--- src/rts_map.vh ---
// rts_map.vh: register offsets, field positions, reset values and
// timing counts of the reset trigger sequencer.
// assumes a 100 MHz mclk and a 32-bit Avalon-MM slave port.
`ifndef RTS_MAP_VH
`define RTS_MAP_VH

// register byte offsets
`define RTS_REG_CAUSE 4'h0
`define RTS_REG_IRQ_STAT 4'h4
`define RTS_REG_IRQ_MASK 4'h8
`define RTS_REG_CTRL 4'hc

// cause flags, sticky until written one
`define RTS_C_PWRUP 0
`define RTS_C_PIN 1
`define RTS_C_WAKE 2
`define RTS_C_SWBOR 3
`define RTS_C_SVS 4
`define RTS_C_SWPOR 5
`define RTS_C_WDT 6
`define RTS_C_PWV 7
`define RTS_C_FETCH 8
`define RTS_C_SWPUC 9
`define RTS_CAUSE_W 10

// interrupt status / mask bits
`define RTS_I_SVS_LOW 0
`define RTS_I_SVM_LOW 1
`define RTS_I_SVM_OVER 2
`define RTS_I_BOOT_DONE 3
`define RTS_IRQ_W 4

// control register fields
`define RTS_K_SVS_RST 0
`define RTS_K_SVM_RST 1
`define RTS_K_SVM_OV_EN 2
`define RTS_K_SWBOR 8
`define RTS_K_SWPOR 9
`define RTS_K_SWPUC 10
`define RTS_CTRL_RST 3'h1

// fixed release stretch per level and calibration length, in ns, then in cycles
`define RTS_CLK_NS 10
`define RTS_HOLD_NS 160
`define RTS_HOLD_CYC 8'h10
`define RTS_CALIB_NS 320
`define RTS_CALIB_CYC 8'h20

`define RTS_RESET_VECTOR 16'hffff

`endif

--- src/rts_reset_sequencer.v ---
// rts_reset_sequencer.v: three nested reset levels, cause flags, boot
// calibration step, core start handoff and supply event interrupts.
// assumes async reset sources arrive unsynchronised from pins/analog and
// the core and software sit on mclk behind an Avalon-MM slave.
`timescale 1ns/1ns
`include "rts_map.vh"

module rts_reset_sequencer #(
	parameter HAS_BOR = 1,
	parameter SVS_FIXED = 0
) (
	// clock and bus reset
	input wire mclk,
	input wire reset,
	// external and analog sources, asynchronous
	input wire supply_good,
	input wire rst_nmi_pin_n,
	input wire wake_deepest_sleep,
	input wire svs_low,
	input wire svm_low,
	input wire svm_over,
	// internal fault pulses, mclk domain
	input wire wdt_event,
	input wire pw_violation,
	input wire periph_fetch,
	// interrupt requests toward the core
	input wire nmi_req,
	input wire nmi_en,
	input wire [7:0] mask_req,
	input wire [7:0] mask_en,
	input wire global_irq_enable,
	// avalon-mm slave
	input wire [3:0] avs_address,
	input wire avs_read,
	input wire avs_write,
	input wire [31:0] avs_writedata,
	output reg [31:0] avs_readdata,
	output reg avs_waitrequest,
	// reset levels, core handoff and interrupt outputs
	output reg brownout_reset_level,
	output reg power_on_level,
	output reg power_up_clear_level,
	output reg calib_load,
	output reg core_start,
	output reg [15:0] core_vector_addr,
	output reg [1:0] irq_class,
	output reg irq_out
);

	localparam S_RESET = 3'b001;
	localparam S_CALIB = 3'b010;
	localparam S_RUN = 3'b100;

	// async inputs: two flops each, first flop read only by second
	reg [5:0] sy1_q, sy2_q;
	wire [5:0] raw_in = {svm_over, svm_low, svs_low, wake_deepest_sleep,
		~rst_nmi_pin_n, ~supply_good};
	always @(posedge mclk) begin
		sy1_q <= raw_in;
		sy2_q <= sy1_q;
	end
	wire pwr_bad = sy2_q[0];
	wire pin_act = sy2_q[1];
	wire wake_ev = sy2_q[2];
	wire svs_dn = sy2_q[3];
	wire svm_dn = sy2_q[4];
	wire svm_ov = sy2_q[5];

	reg [2:0] ctrl_q;
	reg sw_bor_q, sw_por_q, sw_puc_q;
	reg [`RTS_CAUSE_W-1:0] cause_q;
	reg [`RTS_IRQ_W-1:0] ist_q, imask_q;
	reg [2:0] st_q;
	reg [7:0] bor_cnt_q, por_cnt_q, puc_cnt_q, cal_cnt_q;
	// supervisor routes to reset or interrupt per control bit; SVS_FIXED forces svs to reset
	wire svs_rst = svs_dn & (SVS_FIXED != 0 | ctrl_q[`RTS_K_SVS_RST]);
	wire svm_rst = svm_dn & ctrl_q[`RTS_K_SVM_RST];

	// level triggers; detector and pin go to power-on without bor
	wire bor_trig = (HAS_BOR != 0) & (pwr_bad | pin_act | wake_ev |
		sw_bor_q | svs_rst);
	wire por_trig = sw_por_q | svm_rst |
		((HAS_BOR == 0) & (pwr_bad | pin_act | svs_rst));
	wire puc_trig = wdt_event | pw_violation | periph_fetch |
		sw_puc_q;

	// each level held while triggered, then released after a stretch;
	// higher level forces lower
	wire bor_on = bor_trig | (bor_cnt_q != 8'h00);
	wire por_on = bor_on | por_trig | (por_cnt_q != 8'h00);
	wire puc_on = por_on | puc_trig | (puc_cnt_q != 8'h00);

	always @(posedge mclk) begin
		if (reset) begin
			bor_cnt_q <= `RTS_HOLD_CYC;
			por_cnt_q <= `RTS_HOLD_CYC;
			puc_cnt_q <= `RTS_HOLD_CYC;
			brownout_reset_level <= 1'b1;
			power_on_level <= 1'b1;
			power_up_clear_level <= 1'b1;
		end else begin
			bor_cnt_q <= bor_trig ? `RTS_HOLD_CYC :
				(bor_cnt_q != 8'h00 ? bor_cnt_q - 8'h01 : 8'h00);
			por_cnt_q <= (bor_on | por_trig) ? `RTS_HOLD_CYC :
				(por_cnt_q != 8'h00 ? por_cnt_q - 8'h01 : 8'h00);
			puc_cnt_q <= (por_on | puc_trig) ? `RTS_HOLD_CYC :
				(puc_cnt_q != 8'h00 ? puc_cnt_q - 8'h01 : 8'h00);
			brownout_reset_level <= bor_on;
			power_on_level <= por_on;
			power_up_clear_level <= puc_on;
		end
	end

	// boot sequence: calibration only after a brownout
	reg bor_seen_q;
	always @(posedge mclk) begin
		if (reset) begin
			st_q <= S_RESET;
			bor_seen_q <= 1'b1;
			cal_cnt_q <= 8'h00;
			calib_load <= 1'b0;
			core_start <= 1'b0;
			core_vector_addr <= 16'h0000;
		end else begin
			if (puc_on) begin
				st_q <= S_RESET;
				calib_load <= 1'b0;
				core_start <= 1'b0;
				if (bor_on)
					bor_seen_q <= 1'b1;
			end else begin
				case (st_q)
				S_RESET: begin
					if (bor_seen_q) begin
						st_q <= S_CALIB;
						calib_load <= 1'b1;
						cal_cnt_q <= `RTS_CALIB_CYC;
					end else begin
						st_q <= S_RUN;
						core_start <= 1'b1;
						core_vector_addr <= `RTS_RESET_VECTOR;
					end
				end
				S_CALIB: begin
					if (cal_cnt_q == 8'h01) begin
						calib_load <= 1'b0;
						bor_seen_q <= 1'b0;
						st_q <= S_RUN;
						core_start <= 1'b1;
						core_vector_addr <= `RTS_RESET_VECTOR;
					end
					cal_cnt_q <= cal_cnt_q - 8'h01;
				end
				S_RUN: st_q <= S_RUN;
				default: st_q <= S_RESET;
				endcase
			end
		end
	end

	// bus access: one wait cycle, then answer
	wire wr = avs_write & ~avs_waitrequest;
	wire wr_cause = wr & avs_address == `RTS_REG_CAUSE;
	wire wr_ist = wr & avs_address == `RTS_REG_IRQ_STAT;

	// cause events: set wins over write-one clear
	wire [`RTS_CAUSE_W-1:0] cause_ev = {sw_puc_q, periph_fetch,
		pw_violation, wdt_event, sw_por_q | svm_rst, svs_rst, sw_bor_q,
		wake_ev, pin_act, pwr_bad};
	// supply and boot-done events into interrupt status
	reg svs_d1_q, svm_d1_q, ov_d1_q, st_run_q;
	wire [`RTS_IRQ_W-1:0] irq_ev = {
		(st_q == S_RUN) & ~st_run_q,
		ctrl_q[`RTS_K_SVM_OV_EN] & svm_ov & ~ov_d1_q,
		svm_dn & ~svm_d1_q & ~ctrl_q[`RTS_K_SVM_RST],
		svs_dn & ~svs_d1_q & ~svs_rst};

	always @(posedge mclk) begin
		if (reset) begin
			avs_waitrequest <= 1'b1;
			avs_readdata <= 32'h0000_0000;
			ctrl_q <= `RTS_CTRL_RST;
			sw_bor_q <= 1'b0;
			sw_por_q <= 1'b0;
			sw_puc_q <= 1'b0;
			cause_q <= {`RTS_CAUSE_W{1'b0}};
			ist_q <= {`RTS_IRQ_W{1'b0}};
			imask_q <= {`RTS_IRQ_W{1'b0}};
			svs_d1_q <= 1'b0;
			svm_d1_q <= 1'b0;
			ov_d1_q <= 1'b0;
			st_run_q <= 1'b0;
		end else begin
			svs_d1_q <= svs_dn;
			svm_d1_q <= svm_dn;
			ov_d1_q <= svm_ov;
			st_run_q <= (st_q == S_RUN);
			avs_waitrequest <= ~((avs_read | avs_write) & avs_waitrequest);
			sw_bor_q <= 1'b0;
			sw_por_q <= 1'b0;
			sw_puc_q <= 1'b0;
			cause_q <= (cause_q & ~(wr_cause ?
				avs_writedata[`RTS_CAUSE_W-1:0] : {`RTS_CAUSE_W{1'b0}}))
				| cause_ev;
			ist_q <= (ist_q & ~(wr_ist ?
				avs_writedata[`RTS_IRQ_W-1:0] : {`RTS_IRQ_W{1'b0}}))
				| irq_ev;
			if (wr & avs_address == `RTS_REG_IRQ_MASK)
				imask_q <= avs_writedata[`RTS_IRQ_W-1:0];
			if (wr & avs_address == `RTS_REG_CTRL) begin
				ctrl_q <= avs_writedata[2:0];
				sw_bor_q <= avs_writedata[`RTS_K_SWBOR];
				sw_por_q <= avs_writedata[`RTS_K_SWPOR];
				sw_puc_q <= avs_writedata[`RTS_K_SWPUC];
			end
			// loaded in the wait cycle so data stand at the answering edge
			if (avs_read & avs_waitrequest) begin
				case (avs_address)
				`RTS_REG_CAUSE:
					avs_readdata <= {22'h00_0000, cause_q};
				`RTS_REG_IRQ_STAT:
					avs_readdata <= {28'h000_0000, ist_q};
				`RTS_REG_IRQ_MASK:
					avs_readdata <= {28'h000_0000, imask_q};
				`RTS_REG_CTRL:
					avs_readdata <= {26'h000_0000, st_q, ctrl_q};
				default: avs_readdata <= 32'h0000_0000;
				endcase
			end
		end
	end

	// core request classes; fixed priority
	wire any_mask = |(mask_req & mask_en) & global_irq_enable;
	always @(posedge mclk) begin
		if (reset) begin
			irq_class <= 2'h0;
			irq_out <= 1'b0;
		end else begin
			if (puc_on)
				irq_class <= 2'h3; // reset class wins
			else if (nmi_req & nmi_en)
				irq_class <= 2'h2;
			else if (any_mask)
				irq_class <= 2'h1;
			else
				irq_class <= 2'h0;
			irq_out <= |(ist_q & imask_q);
		end
	end

endmodule // rts_reset_sequencer

--- config.mk ---
export PLATFORM = sky130hd
export DESIGN_NAME = rts_reset_sequencer
export DESIGN_NICKNAME = d
export VERILOG_FILES = /design/src/rts_reset_sequencer.v
export VERILOG_INCLUDE_DIRS = /design/src
export SDC_FILE = /design/constraint.sdc
export NUM_CORES = 1
export LEC_CHECK = 0
export BUFFER_PORTS_ARGS = -buffer_cell sky130_fd_sc_hd__buf_2
export CELL_PAD_IN_SITES_DETAIL_PLACEMENT = 2
export CELL_PAD_IN_SITES_GLOBAL_PLACEMENT = 2
export CORE_MARGIN = 3
export CORE_UTILIZATION = 30
export DETAILED_ROUTE_END_ITERATION = 8
export PLACE_DENSITY = 0.89
export SETUP_SLACK_MARGIN = 0.2
export SLEW_MARGIN = 40
export SYNTH_ARGS = -nofsm -noshare
export SYNTH_HDL_FRONTEND = slang
export SYNTH_SLANG_ARGS = --single-unit
--- constraint.sdc ---
create_clock -name mclk -period 2.7 [get_ports mclk]
set_input_delay 0 -clock mclk [delete_from_list [all_inputs] [get_ports mclk]]
set_output_delay 0 -clock mclk [all_outputs]
set_load 0.005 [all_outputs]
; ---- After elaboration in Yosys (flattened, before gate mapping)
; Cells that the tools add are included.
[word_totals]
output_inout_bits = 57
register_bits = 133
word_cells = 150
[classes]
reduce_logical = 22
n_mux = 26
eq_ne = 11
addsub = 4
n_bitwise = 55
[op_table]
columns = cell, count
row1 = $pmux W10 S4, 1
row2 = $mux W16, 2
row3 = $pmux W16 S2, 1
row4 = $sub A8 B1 Y8 const B, 4
row5 = $reduce_bool A8 Y1, 3
row6 = $and A1 B1 Y1, 18
row7 = $pmux W8 S2, 1
row8 = $mux W5, 3
row9 = $not A1 Y1, 15
row10 = $or A1 B1 Y1, 14
row11 = $reduce_and A3 Y1, 4
row12 = $and A10 B10 Y10, 1
row13 = $mux W10, 1
row14 = $not A10 Y10, 1
row15 = $or A10 B10 Y10, 1
row16 = $reduce_or A2 Y1, 5
row17 = $pmux W3 S3, 1
row18 = $reduce_or A3 Y1, 3
row19 = $and A4 B4 Y4, 2
row20 = $and A8 B8 Y8, 1
row21 = $eq A4 B4 Y1 const B, 2
row22 = $eq A8 B1 Y1 const B, 1
row23 = $mux W1, 8
row24 = $mux W8, 1
row25 = 16 further kinds, 24

; ---- Logic depth before layout (Yosys ltp)
; Gate-level depths: netlist of the first run.
[depth]
ltp_word = 11
ltp_mapped = 8

; ---- Worst setup path after synthesis of the first run
; OpenSTA, ideal clock, no wires.
[synth_timing]
path_kind = register to register
start = reg por_cnt_q[0]
end = reg cal_cnt_q[4]
path_slack_ns = 0.732
setup_ns = 0.070
t_required_ns = 2.630
path_stages_with_launch = 8
arrival_time_ns = 1.898
cell_sequence = dfxtp_1 > inv_1 > ha_1 > nor4b_2 > nand2_1 > or3_1 > or4_1 > a21oi_1
[synth_via]
elab_chain_len = 6
[synth_rtl]
columns = element, line
row1 = "start, declared", rts_reset_sequencer.v:74  ; reg [7:0] bor_cnt_q, por_cnt_q, puc_cnt_q, cal_cnt_q;
row2 = "start signal, assigned", rts_reset_sequencer.v:96  ; por_cnt_q <= `RTS_HOLD_CYC;
row3 = "start signal, assigned", rts_reset_sequencer.v:104  ; por_cnt_q <= (bor_on | por_trig) ? `RTS_HOLD_CYC :
row4 = $reduce_bool A8 Y1, rts_reset_sequencer.v:90  ; wire por_on = bor_on | por_trig | (por_cnt_q != 8'h00);
row5 = $or A1 B1 Y1, rts_reset_sequencer.v:90
row6 = $or A1 B1 Y1 (2 in a row), rts_reset_sequencer.v:91  ; wire puc_on = por_on | puc_trig | (puc_cnt_q != 8'h00);
row7 = $not A1 Y1 (no source line), -
row8 = $reduce_and A3 Y1 (no source line), -
row9 = "end signal, assigned", rts_reset_sequencer.v:137  ; cal_cnt_q <= `RTS_CALIB_CYC;
row10 = "end signal, assigned", rts_reset_sequencer.v:152  ; cal_cnt_q <= cal_cnt_q - 8'h01;
row11 = "end, declared", rts_reset_sequencer.v:74
; No other way between the ends.
; A chain may end at the register's enable or synchronous reset.

; ---- Final worst setup path of the first run
[layout_timing]
start = reg avs_waitrequest
end = reg cause_q[7]
[layout_via]
elab_chain_len = 7
[layout_rtl]
columns = element, line
row1 = "start, declared", rts_reset_sequencer.v:38  ; output reg avs_waitrequest,
row2 = "start signal, assigned", rts_reset_sequencer.v:198  ; avs_waitrequest <= ~((avs_read | avs_write) & avs_waitrequest);
row3 = $not A1 Y1, rts_reset_sequencer.v:162  ; wire wr = avs_write & ~avs_waitrequest;
row4 = $and A1 B1 Y1, rts_reset_sequencer.v:162
row5 = $and A1 B1 Y1 (no source line), -
row6 = $mux W10, rts_reset_sequencer.v:202  ; cause_q <= (cause_q & ~(wr_cause ?
row7 = $not A10 Y10, rts_reset_sequencer.v:202
row8 = $and A10 B10 Y10, rts_reset_sequencer.v:202
row9 = $or A10 B10 Y10, rts_reset_sequencer.v:202
row10 = "end signal, assigned", rts_reset_sequencer.v:186  ; cause_q <= {`RTS_CAUSE_W{1'b0}};
row11 = "end signal, assigned", rts_reset_sequencer.v:202
row12 = "end, declared", rts_reset_sequencer.v:71  ; reg [`RTS_CAUSE_W-1:0] cause_q;
; No other way between the ends.

==> run_summary.xml, run 1 <==
<?xml version="1.0" encoding="UTF-8"?>
<metrics>
  <group name="sta">
    <metric name="hold_violations" unit="">0</metric>
    <metric name="report.final.slew_viol_count" unit="">0</metric>
    <metric name="fin_crit" unit="ps">2390</metric>
    <metric name="total_negative_slack" unit="ps">0</metric>
    <metric name="slew-limit-headroom" unit="">0.444</metric>
    <metric name="grt_setup_unrepaired" unit="">no</metric>
    <metric name="fin_crit_sh" unit="">0.886</metric>
    <metric name="timing.clock.skew" unit="ps">18.9</metric>
    <metric name="finalSetupViolCount" unit="">0</metric>
    <metric name="worst_slack" unit="ps">309</metric>
    <metric name="fmax" unit="GHz">0.418</metric>
    <metric name="worst-slew-pin-transition" unit="ps">833</metric>
  </group>
  <group name="cts">
    <metric name="clk-insertion-delay-late" unit="ps">360</metric>
    <metric name="ctsLongestPathBuffers" unit="">2</metric>
    <metric name="post-cts-setup-buffer-count" unit="">0</metric>
    <metric name="cts-htree-levels" unit="">3</metric>
    <metric name="tritoncts_clock_tree" unit="">done</metric>
    <metric name="clock-sinks" unit="">96</metric>
    <metric name="inserted_clock_buffers" unit="">9</metric>
    <metric name="clk_transition_reported_paths" unit="ps">80</metric>
    <metric name="cts.root.buffer_cell" unit="">clkbuf_16</metric>
  </group>
  <group name="die">
    <metric name="fp-row-count" unit="">41</metric>
    <metric name="chipWidth" unit="µm">122</metric>
    <metric name="die-height" unit="µm">122</metric>
    <metric name="core_area" unit="mm²">0.0129</metric>
    <metric name="num_io_pins" unit="">125</metric>
    <metric name="floorplan.initialDensity" unit="">0.314</metric>
    <metric name="dieArea" unit="mm²">0.0150</metric>
  </group>
  <group name="pwr">
    <metric name="p_comb_frac" unit="">0.062</metric>
    <metric name="pwr_density_cell" unit="mW/mm²">573</metric>
    <metric name="power.internal" unit="mW">2.16</metric>
    <metric name="p_seq_frac" unit="">0.507</metric>
    <metric name="power_switching_share" unit="">0.252</metric>
    <metric name="p_switching" unit="mW">0.727</metric>
    <metric name="p_clk_frac" unit="">0.431</metric>
    <metric name="vdd.ir_drop.worst" unit="mV">0.310</metric>
    <metric name="total_leakage_power" unit="nW">2.10</metric>
  </group>
  <group name="logic_synthesis">
    <metric name="largest_family_of_logic_cells_by_synthesized_area" unit="">simple AND/OR/NAND/NOR gates</metric>
    <metric name="synth.top_cells.by_area" unit="">dfxtp_1 47%, buf_4 6.8%, nor2_1 6.7%</metric>
    <metric name="synth.cell_area" unit="mm²">0.00407</metric>
    <metric name="synth-seq-cells" unit="">96</metric>
    <metric name="yosysWarningCount" unit="">0</metric>
    <metric name="synth_compound_area_frac" unit="">0.0948</metric>
    <metric name="ys.flop_type" unit="">dfxtp_1</metric>
    <metric name="yosys.area.top_type_share" unit="">0.473</metric>
    <metric name="synthCells" unit="">441</metric>
    <metric name="synthMuxAreaShare" unit="">0.0394</metric>
    <metric name="distinct_cell_type_count_of_the_synthesized_netlist" unit="">46</metric>
    <metric name="synth-xor-area-share" unit="">0.0409</metric>
    <metric name="synth_edf_count" unit="">0</metric>
    <metric name="per_instance_average_area_after_synthesis" unit="µm²">9.22</metric>
    <metric name="ys_async_sr_fraction" unit="">0</metric>
    <metric name="synth_largest_area_cell" unit="">dfxtp_1</metric>
    <metric name="synth_simple_gate_area_share" unit="">0.241</metric>
    <metric name="seq_area_frac_synth" unit="">0.473</metric>
    <metric name="synth_adder_area_share" unit="">0.0215</metric>
  </group>
  <group name="route">
    <metric name="dr.pass1.iters" unit="">4</metric>
    <metric name="remaining_drc_errors" unit="">0</metric>
    <metric name="vias" unit="">3604</metric>
    <metric name="postRouteWirelength" unit="mm">14.2</metric>
    <metric name="average_routed_wire_per_standard_cell" unit="µm">19.8</metric>
    <metric name="first_iter_violations" unit="">194</metric>
    <metric name="detail-route-antenna-nets" unit="">0</metric>
    <metric name="vias_per_cell" unit="">5.05</metric>
  </group>
  <group name="layout">
    <metric name="syn_to_final_growth" unit="%">23.8</metric>
    <metric name="antennaDiodeCount" unit="">0</metric>
    <metric name="layout.core_utilization" unit="">0.389</metric>
    <metric name="final_layout_size_suffix_gt1_frac" unit="">0.212</metric>
    <metric name="final_net_count" unit="">612</metric>
  </group>
  <group name="global_routing">
    <metric name="grt_antenna_before_repair" unit="">0</metric>
    <metric name="grt_overflow" unit="">0</metric>
    <metric name="vias_in_the_first_global_route" unit="">4059</metric>
    <metric name="global_route.usage.total" unit="">0.188</metric>
    <metric name="grt_start_max_net_pins" unit="">46</metric>
    <metric name="grt_first_pass_wirelength" unit="mm">21.6</metric>
  </group>
  <group name="worst_setup_path">
    <metric name="path_max_fanout" unit="">5</metric>
    <metric name="critical_path_start_end_classification" unit="">flip-flop to flip-flop</metric>
    <metric name="ff2ff_setup_slack" unit="ps">310</metric>
    <metric name="cp-start-kind" unit="">flip-flop</metric>
    <metric name="cp_slowest_cell" unit="">or4b_2</metric>
    <metric name="max_stage_delay" unit="ps">690</metric>
    <metric name="critical_path.top_delay_family" unit="">simple AND/OR/NAND/NOR gates</metric>
    <metric name="worst_setup_path_end_kind" unit="">flip-flop</metric>
    <metric name="critical_path.n_buffers_inverters" unit="">1</metric>
    <metric name="cp_data_arrival_time" unit="ps">2600</metric>
    <metric name="crit_path_cell_trace" unit="">or4b_2 -&gt; nor3_4 -&gt; nand2_1 -&gt; a21oi_1 -&gt; dlygate4sd3_1 -&gt; nor2_1</metric>
    <metric name="timing.critical_path.required" unit="ps">2910</metric>
  </group>
  <group name="job">
    <metric name="drv_cap" unit="">0</metric>
  </group>
  <group name="placed_design">
    <metric name="portBuffers" unit="">81</metric>
    <metric name="routabilityCongestion" unit="">0.819</metric>
    <metric name="place_hpwl" unit="mm">8.86</metric>
    <metric name="dpl_worst_slack" unit="ps">404</metric>
  </group>
  <group name="hold_path">
    <metric name="min_delay_path_class" unit="">input port to flip-flop</metric>
  </group>
  <group name="outcome">
    <metric name="status" unit="">completed</metric>
  </group>
</metrics>
## area by class of cell
| class | count | area (µm²) |
|---|---|---|
| fill | 1433 | 7900 |
| sequential | 96 | 1920 |
| multi-input combinational | 307 | 1880 |
| timing repair buffer | 110 | 691 |
| clock buffer | 10 | 229 |
| tap | 172 | 215 |
| inverter | 13 | 48.8 |
| clock inverter | 6 | 42.5 |
## metal layers
metal,share of wire,vias up,global-route usage,routed length (µm)
met5,0,-,0,0
met4,0.035,0,0.0833,491
met3,0.048,32,0.0419,674
met2,0.53,108,0.361,7500
met1,0.39,1799,0.193,5490
li1,-,1665,-,-
## repair_timing
| item | in CTS | in global routing |
|---|---|---|
| hold endpoints to repair | 25 | 0 |
| endpoints found under the setup margin | 0 | 4 |
| resized for setup | 0 | 2 |
| hold buffers | 27 | 0 |
## logic make-up (layout without fill, tap and decap cells)
group                      after synthesis  in the layout
other                                    1             22
xor gates and xnor gates                19             19
and+or+nand+nor                        187            187
buffers and inverters                   59            139
AOI/OAI and AO/OA                       61             61
adders and majority gates                7              7
muxes                                   11             11
DFF                                     96             96
## worst paths after layout
check,endpoint,depth (start not counted),startpoint
hold reg to reg,sy2_q[0]$_DFF_P_,0,sy1_q[0]$_DFF_P_
setup / recovery,cause_q[7]$_SDFF_PP0_,6,avs_waitrequest$_SDFF_PP1_
hold / removal,ctrl_q[0]$_SDFFE_PP1P_,3,reset
setup reg to reg,cause_q[7]$_SDFF_PP0_,6,avs_waitrequest$_SDFF_PP1_
## flip-flops by register name, summed over array words and instances, names as in the netlist, 6 cells and up
register,count
sy2_q,6
avs_readdata,10
sy1_q,6
bor_cnt_q,8
por_cnt_q,8
puc_cnt_q,8
cause_q,10
cal_cnt_q,8
## tightest hold or removal path, stage by stage
cell and delay (ps):
buf_2 100, inv_1 150, nand2_1 110
## cell usage after synthesis, drive strengths merged (4+ instances only)
cell type  count
a21oi         27
a22oi         17
buf           37
clkbuf         9
dfxtp         96
ha             7
inv           13
mux2i          7
mux4           4
nand2         38
nand3          9
nand4          4
nor2          73
nor2b          4
nor3          13
nor3b         10
nor4           7
nor4b          4
o21ai          5
o31ai          4
or3            5
or4            8
xnor2         13
xor2           6
## power by group through the flow
stage	clock network [mW]	registers, mW	logic (mW)
2_1_floorplan	0	1.48	0.0932
3_3_place_gp	0	1.49	0.128
3_5_place_dp	0	1.49	0.135
4_1_cts	1.23	1.46	0.171
5_1_grt	1.33	1.46	0.196
6_report	1.24	1.46	0.180
## through the flow
| step | hold WS [ps] | total power, mW | cell area (µm²) | instances |
|---|---|---|---|---|
| floorplan | 27.7 | 1.58 | 4140 | 462 |
| global placement | 102 | 1.62 | 4470 | 671 |
| detailed placement | 107 | 1.63 | 4470 | 671 |
| CTS | 34.2 | 2.86 | 5010 | 714 |
| global route | 46.5 | 2.99 | 5030 | 714 |
| finish | 30.2 | 2.88 | 5030 | 714 |
## cell usage in the layout, fill, tap and decap left out, types with 8 or more instances in the layout
master / synthesis / routed
nand3_1: 8 / 8
nor3_1: 11 / 11
nor3b_1: 9 / 9
nand2_1: 38 / 38
nor2_1: 73 / 73
xnor2_1: 13 / 13
dfxtp_1: 96 / 96
inv_1: 13 / 13
conb_1: 1 / 22
a22oi_1: 17 / 17
a21oi_1: 27 / 27
clkbuf_16: 0 / 9
buf_2: 0 / 81
dlygate4sd3_1: 0 / 27
Note: power is estimated with default switching activity, not from simulation.
==> run 2, diff against run 1 <==
- CORE_UTILIZATION: 30 -> 31
- CTS_BUF_LIST: not set -> sky130_fd_sc_hd__clkbuf_8
- PLACE_DENSITY: 0.89 -> 0.92
==> run 2 against run 1 <==
- worst setup slack improved by 64 ps
- sequential cell count is the same
- non-clock buffer count increased by 1
- core utilization up 0.27 points
- die area down 3.1%
- critical path type unchanged
==> run_summary.xml, run 2 (same netlist as run 1, synthesis figures left out) <==
<?xml version="1.0" encoding="UTF-8"?>
<metrics>
  <group name="worst_setup_path">
    <metric name="path_max_fanout" unit="">7</metric>
    <metric name="worst_setup_path_end_kind" unit="">flip-flop</metric>
    <metric name="cp_slowest_cell" unit="">or4_1</metric>
    <metric name="max_stage_delay" unit="ps">560</metric>
    <metric name="cp-start-kind" unit="">flip-flop</metric>
    <metric name="cp_data_arrival_time" unit="ps">2630</metric>
    <metric name="crit_path_cell_trace" unit="">nor4_2 -&gt; and3_1 -&gt; nand4_2 -&gt; or4_1 -&gt; a21oi_1</metric>
    <metric name="critical_path_start_end_classification" unit="">flip-flop to flip-flop</metric>
    <metric name="timing.critical_path.required" unit="ps">3010</metric>
    <metric name="ff2ff_setup_slack" unit="ps">370</metric>
  </group>
  <group name="die">
    <metric name="core_area" unit="mm²">0.0127</metric>
    <metric name="dieArea" unit="mm²">0.0145</metric>
    <metric name="die-height" unit="µm">121</metric>
    <metric name="chipWidth" unit="µm">121</metric>
    <metric name="fp-row-count" unit="">41</metric>
    <metric name="num_io_pins" unit="">125</metric>
    <metric name="floorplan.initialDensity" unit="">0.320</metric>
  </group>
  <group name="route">
    <metric name="vias" unit="">3742</metric>
    <metric name="detail-route-antenna-nets" unit="">0</metric>
    <metric name="postRouteWirelength" unit="mm">16.0</metric>
    <metric name="first_iter_violations" unit="">233</metric>
    <metric name="average_routed_wire_per_standard_cell" unit="µm">22.4</metric>
    <metric name="remaining_drc_errors" unit="">0</metric>
    <metric name="dr.pass1.iters" unit="">5</metric>
    <metric name="vias_per_cell" unit="">5.23</metric>
  </group>
  <group name="cts">
    <metric name="clk-insertion-delay-late" unit="ps">380</metric>
    <metric name="cts.root.buffer_cell" unit="">clkbuf_8</metric>
    <metric name="tritoncts_clock_tree" unit="">done</metric>
    <metric name="ctsLongestPathBuffers" unit="">2</metric>
    <metric name="inserted_clock_buffers" unit="">9</metric>
    <metric name="cts-htree-levels" unit="">3</metric>
    <metric name="clock-sinks" unit="">96</metric>
    <metric name="clk_transition_reported_paths" unit="ps">110</metric>
  </group>
  <group name="layout">
    <metric name="layout.cells.most_common_list" unit="">96 x dfxtp_1, 81 x buf_2, 73 x nor2_1</metric>
    <metric name="final_layout_size_suffix_gt1_frac" unit="">0.219</metric>
    <metric name="stdcell_count" unit="">715</metric>
    <metric name="antennaDiodeCount" unit="">0</metric>
    <metric name="fill_cells" unit="">1414</metric>
    <metric name="final_common_cell" unit="">dfxtp_1</metric>
    <metric name="syn_to_final_growth" unit="%">22.7</metric>
    <metric name="final_net_count" unit="">613</metric>
    <metric name="layout_top_registers" unit="">avs_readdata x10, cause_q x10</metric>
  </group>
  <group name="sta">
    <metric name="fin_crit" unit="ps">2330</metric>
    <metric name="worst_slack" unit="ps">372</metric>
    <metric name="whs" unit="ps">48.3</metric>
    <metric name="timing.clock.skew" unit="ps">17.5</metric>
    <metric name="slew-limit-headroom" unit="">0.607</metric>
    <metric name="total_negative_slack" unit="ps">0</metric>
    <metric name="fmax" unit="GHz">0.430</metric>
    <metric name="report.final.slew_viol_count" unit="">0</metric>
    <metric name="hold_violations" unit="">0</metric>
    <metric name="finalSetupViolCount" unit="">0</metric>
    <metric name="worst-slew-pin-transition" unit="ps">584</metric>
    <metric name="grt_setup_unrepaired" unit="">no</metric>
    <metric name="fin_crit_sh" unit="">0.862</metric>
  </group>
  <group name="global_routing">
    <metric name="grt_antenna_before_repair" unit="">0</metric>
    <metric name="global_route.usage.total" unit="">0.217</metric>
    <metric name="grt_first_pass_wirelength" unit="mm">24.3</metric>
    <metric name="vias_in_the_first_global_route" unit="">4131</metric>
    <metric name="grt_start_max_net_pins" unit="">46</metric>
    <metric name="grt_overflow" unit="">0</metric>
  </group>
  <group name="placed_design">
    <metric name="place_hpwl" unit="mm">9.28</metric>
    <metric name="place.detailed.instances" unit="">672</metric>
    <metric name="routabilityCongestion" unit="">0.790</metric>
    <metric name="dpl_worst_slack" unit="ps">440</metric>
    <metric name="portBuffers" unit="">81</metric>
  </group>
  <group name="pwr">
    <metric name="total_leakage_power" unit="nW">2.09</metric>
    <metric name="pwr_density_cell" unit="mW/mm²">543</metric>
    <metric name="vdd.ir_drop.worst" unit="mV">0.207</metric>
  </group>
  <group name="job">
    <metric name="drv_cap" unit="">0</metric>
  </group>
  <group name="hold_path">
    <metric name="min_delay_path_class" unit="">input port to flip-flop</metric>
  </group>
  <group name="outcome">
    <metric name="status" unit="">completed</metric>
  </group>
</metrics>
==> run 2: cell type report <==
cell class / instances / area (µm²) / area share
Clock buffer: 10 / 138 / 0.0276
Clock inverter: 6 / 75.1 / 0.0151
Tap cell: 172 / 215 / 0.0432
Multi-Input combinational cell: 307 / 1890 / 0.379
Timing Repair Buffer: 111 / 696 / 0.140
Sequential cell: 96 / 1920 / 0.385
Inverter: 13 / 48.8 / 0.00979
==> run 2: worst paths after layout <==
| path | startpoint | end | depth (start not counted) |
|---|---|---|---|
| max | bor_cnt_q[3]$_SDFF_PP0_ | cal_cnt_q[7]$_SDFFE_PP0P_ | 5 |
| min | reset | st_q[0]$_SDFFE_PP1N_ | 3 |
| max reg2reg | bor_cnt_q[3]$_SDFF_PP0_ | cal_cnt_q[7]$_SDFFE_PP0P_ | 5 |
| min reg2reg | sy1_q[2]$_DFF_P_ | sy2_q[2]$_DFF_P_ | 0 |
==> run 2: report_power, final <==
| group | total (mW) | switching (mW) | internal, mW |
|---|---|---|---|
| Combinational | 0.186 | 0.102 | 0.0838 |
| Sequential | 1.46 | 0.0213 | 1.44 |
| Clock | 1.06 | 0.591 | 0.469 |
==> run 2: worst max-delay path, delay by kind of cell (launching register included) <==
family	cells	cell delay, ps
AO/OA/AOI/OAI	1	160
AND/OR/NAND/NOR	4	1700
flip-flops	1	380
==> run 2: metal layers <==
layer,share of wire,track usage
met5,0,0
met2,0.53,0.408
met4,0.043,0.108
met1,0.38,0.232
met3,0.049,0.0379
==> run 2: timing repair <==
| item | in CTS | in global routing |
|---|---|---|
| setup buffers | 0 | 1 |
| hold buffers | 26 | 0 |
| hold endpoints to repair | 28 | 0 |
| setup endpoints to repair | 0 | 3 |
| resized for setup | 0 | 3 |
==> run 2: per-stage QoR <==
step            util  cell area (µm²)  total power, mW
2_1_floorplan      -             4140             1.58
3_3_place_gp   0.352             4480             1.62
3_5_place_dp   0.352             4480             1.63
4_1_cts        0.389             4950             2.67
5_1_grt        0.392             4990             2.80
6_report       0.392             4990             2.71
==> run 3, diff against run 2 <==
- CAP_MARGIN: not set -> 30
- CTS_CLUSTER_SIZE: not set -> 16
- REMOVE_ABC_BUFFERS: not set -> 1
==> run 3 against run 2 <==
- worst hold slack worse by 38 ps
- clock skew increased by 0.65 ps
- via count shrank 3.1%
- critical endpoint is now ist_q[1]$_SDFF_PP0_
- first-iteration DRC count decreased by 3.0%
- fmax is 1.1% lower
- global-route usage decreased by 2.0 points
==> run_summary.xml, run 3 (same netlist as run 1, synthesis figures left out) <==
<?xml version="1.0" encoding="UTF-8"?>
<metrics>
  <group name="worst_setup_path">
    <metric name="timing.critical_path.required" unit="ps">2930</metric>
    <metric name="ff2ff_setup_slack" unit="ps">350</metric>
    <metric name="cp_data_arrival_time" unit="ps">2590</metric>
    <metric name="cp-start-kind" unit="">flip-flop</metric>
    <metric name="timing.reg2reg.worst_path_depth" unit="">5</metric>
    <metric name="critical_path_start_end_classification" unit="">flip-flop to flip-flop</metric>
    <metric name="worstReg2RegEnd" unit="">ist_q[1]$_SDFF_PP0_</metric>
    <metric name="worstReg2RegStart" unit="">avs_waitrequest$_SDFF_PP1_</metric>
    <metric name="worst_setup_path_end_kind" unit="">flip-flop</metric>
    <metric name="path_max_fanout" unit="">5</metric>
  </group>
  <group name="global_routing">
    <metric name="global_route.usage.total" unit="">0.197</metric>
    <metric name="grt_antenna_before_repair" unit="">0</metric>
    <metric name="vias_in_the_first_global_route" unit="">4041</metric>
    <metric name="grt_first_pass_wirelength" unit="mm">22.3</metric>
    <metric name="grt_overflow" unit="">0</metric>
    <metric name="grt_start_max_net_pins" unit="">46</metric>
  </group>
  <group name="placed_design">
    <metric name="routabilityCongestion" unit="">0.819</metric>
    <metric name="place_hpwl" unit="mm">9.60</metric>
    <metric name="dpl-instance-area" unit="mm²">0.00447</metric>
    <metric name="place.detailed.instances" unit="">671</metric>
    <metric name="portBuffers" unit="">81</metric>
    <metric name="dpl_worst_slack" unit="ps">454</metric>
  </group>
  <group name="pwr">
    <metric name="p_total" unit="mW">2.69</metric>
    <metric name="total_leakage_power" unit="nW">2.08</metric>
    <metric name="pwr_density_cell" unit="mW/mm²">542</metric>
    <metric name="vdd.ir_drop.worst" unit="mV">0.194</metric>
  </group>
  <group name="sta">
    <metric name="fmax" unit="GHz">0.425</metric>
    <metric name="worst_slack" unit="ps">347</metric>
    <metric name="report.final.slew_viol_count" unit="">0</metric>
    <metric name="fin_crit" unit="ps">2350</metric>
    <metric name="total_negative_slack" unit="ps">0</metric>
    <metric name="whs" unit="ps">10.3</metric>
    <metric name="worst-slew-pin-transition" unit="ps">827</metric>
    <metric name="timing.clock.skew" unit="ps">18.1</metric>
    <metric name="grt_setup_unrepaired" unit="">no</metric>
    <metric name="hold_violations" unit="">0</metric>
    <metric name="finalSetupViolCount" unit="">0</metric>
    <metric name="fin_crit_sh" unit="">0.872</metric>
    <metric name="slew-limit-headroom" unit="">0.447</metric>
  </group>
  <group name="die">
    <metric name="fp-row-count" unit="">41</metric>
    <metric name="chipWidth" unit="µm">121</metric>
    <metric name="floorplan.initialDensity" unit="">0.320</metric>
    <metric name="core_area" unit="mm²">0.0127</metric>
    <metric name="die-height" unit="µm">121</metric>
    <metric name="dieArea" unit="mm²">0.0145</metric>
    <metric name="num_io_pins" unit="">125</metric>
  </group>
  <group name="cts">
    <metric name="clock-sinks" unit="">96</metric>
    <metric name="clk-insertion-delay-late" unit="ps">370</metric>
    <metric name="cts-htree-levels" unit="">3</metric>
    <metric name="inserted_clock_buffers" unit="">9</metric>
    <metric name="post-cts-setup-buffer-count" unit="">0</metric>
    <metric name="clk_transition_reported_paths" unit="ps">110</metric>
    <metric name="ctsLongestPathBuffers" unit="">2</metric>
    <metric name="tritoncts_clock_tree" unit="">done</metric>
    <metric name="cts.root.buffer_cell" unit="">clkbuf_8</metric>
  </group>
  <group name="outcome">
    <metric name="status" unit="">completed</metric>
  </group>
  <group name="route">
    <metric name="postRouteWirelength" unit="mm">14.4</metric>
    <metric name="vias_per_cell" unit="">5.08</metric>
    <metric name="first_iter_violations" unit="">226</metric>
    <metric name="average_routed_wire_per_standard_cell" unit="µm">20.1</metric>
    <metric name="remaining_drc_errors" unit="">0</metric>
    <metric name="dr.pass1.iters" unit="">4</metric>
    <metric name="vias" unit="">3625</metric>
    <metric name="detail-route-antenna-nets" unit="">0</metric>
  </group>
  <group name="hold_path">
    <metric name="worst_min_delay_path_startpoint" unit="">avs_writedata[3]</metric>
    <metric name="min_delay_path_class" unit="">input port to flip-flop</metric>
    <metric name="holdPathEnd" unit="">ist_q[3]$_SDFF_PP0_</metric>
    <metric name="whs_path_depth" unit="">4</metric>
  </group>
  <group name="layout">
    <metric name="seq_area" unit="mm²">0.00192</metric>
    <metric name="layout.core_utilization" unit="">0.390</metric>
    <metric name="fill_cells" unit="">1404</metric>
    <metric name="layout_top_registers" unit="">avs_readdata x10, cause_q x10</metric>
    <metric name="syn_to_final_growth" unit="%">22.0</metric>
    <metric name="final_net_count" unit="">612</metric>
    <metric name="antennaDiodeCount" unit="">0</metric>
    <metric name="multiInputGateArea" unit="mm²">0.00187</metric>
    <metric name="final_layout_size_suffix_gt1_frac" unit="">0.211</metric>
    <metric name="postLayoutCellArea" unit="mm²">0.00496</metric>
    <metric name="final_common_cell" unit="">dfxtp_1</metric>
    <metric name="layout.cells.most_common_list" unit="">96 x dfxtp_1, 81 x buf_2, 73 x nor2_1</metric>
    <metric name="stdcell_count" unit="">713</metric>
  </group>
  <group name="job">
    <metric name="drv_cap" unit="">0</metric>
  </group>
</metrics>
## run 3: changes by cell type in the layout (fill, tap and decap cells not counted), sizes merged
cell         delta
clkbuf          -1
bufinv          +1
dlygate4sd3     +1
buf             -2
inv             -1
## run 3: repair_timing
action | CTS | global route
hold buffers | 27 | 0
setup endpoints to repair | 0 | 1
hold endpoints to repair | 25 | 0
resized for setup | 0 | 1
## run 3: worst max path at each step
stage	startpoint	end	slack, ps	cells past startpoint
6_report	avs_waitrequest$_SDFF_PP1_	ist_q[1]$_SDFF_PP0_	350	5
5_1_grt	avs_waitrequest$_SDFF_PP1_	ist_q[2]$_SDFF_PP0_	260	5
3_3_place_gp	por_cnt_q[0]$_SDFF_PP0_	cal_cnt_q[4]$_SDFFE_PP0P_	590	7
3_5_place_dp	por_cnt_q[0]$_SDFF_PP0_	cal_cnt_q[4]$_SDFFE_PP0P_	450	7
4_1_cts	avs_waitrequest$_SDFF_PP1_	cause_q[8]$_SDFF_PP0_	440	6
2_1_floorplan	por_cnt_q[0]$_SDFF_PP0_	cal_cnt_q[4]$_SDFFE_PP0P_	730	7
## run 3: worst max-delay path: stages (launching register included)
cell and delay (ps):
dfxtp_1 360, or4b_2 680, nor3b_1 730, nand2_1 130
a22oi_1 240, nor2_1 70
## run 3: area by class of cell
class / count / area share
clock buffer: 9 / 0.0250
clock inverter: 6 / 0.0172
inverter: 13 / 0.00984
multi-input combinational: 307 / 0.378
sequential: 96 / 0.387
tap: 172 / 0.0434
timing repair buffer: 110 / 0.139
## run 3: layer usage
metal  share of wire  GRT usage
met5               0          0
met4           0.025     0.0715
met3           0.065     0.0412
met2            0.52      0.369
met1            0.39      0.217
## run 3: where the power goes
part / internal, mW / switching [mW] / leakage, nW / total [mW]
clock: 0.516 / 0.538 / 0.107 / 1.05
combinational: 0.0839 / 0.0932 / 1.19 / 0.177
sequential: 1.44 / 0.0178 / 0.783 / 1.46
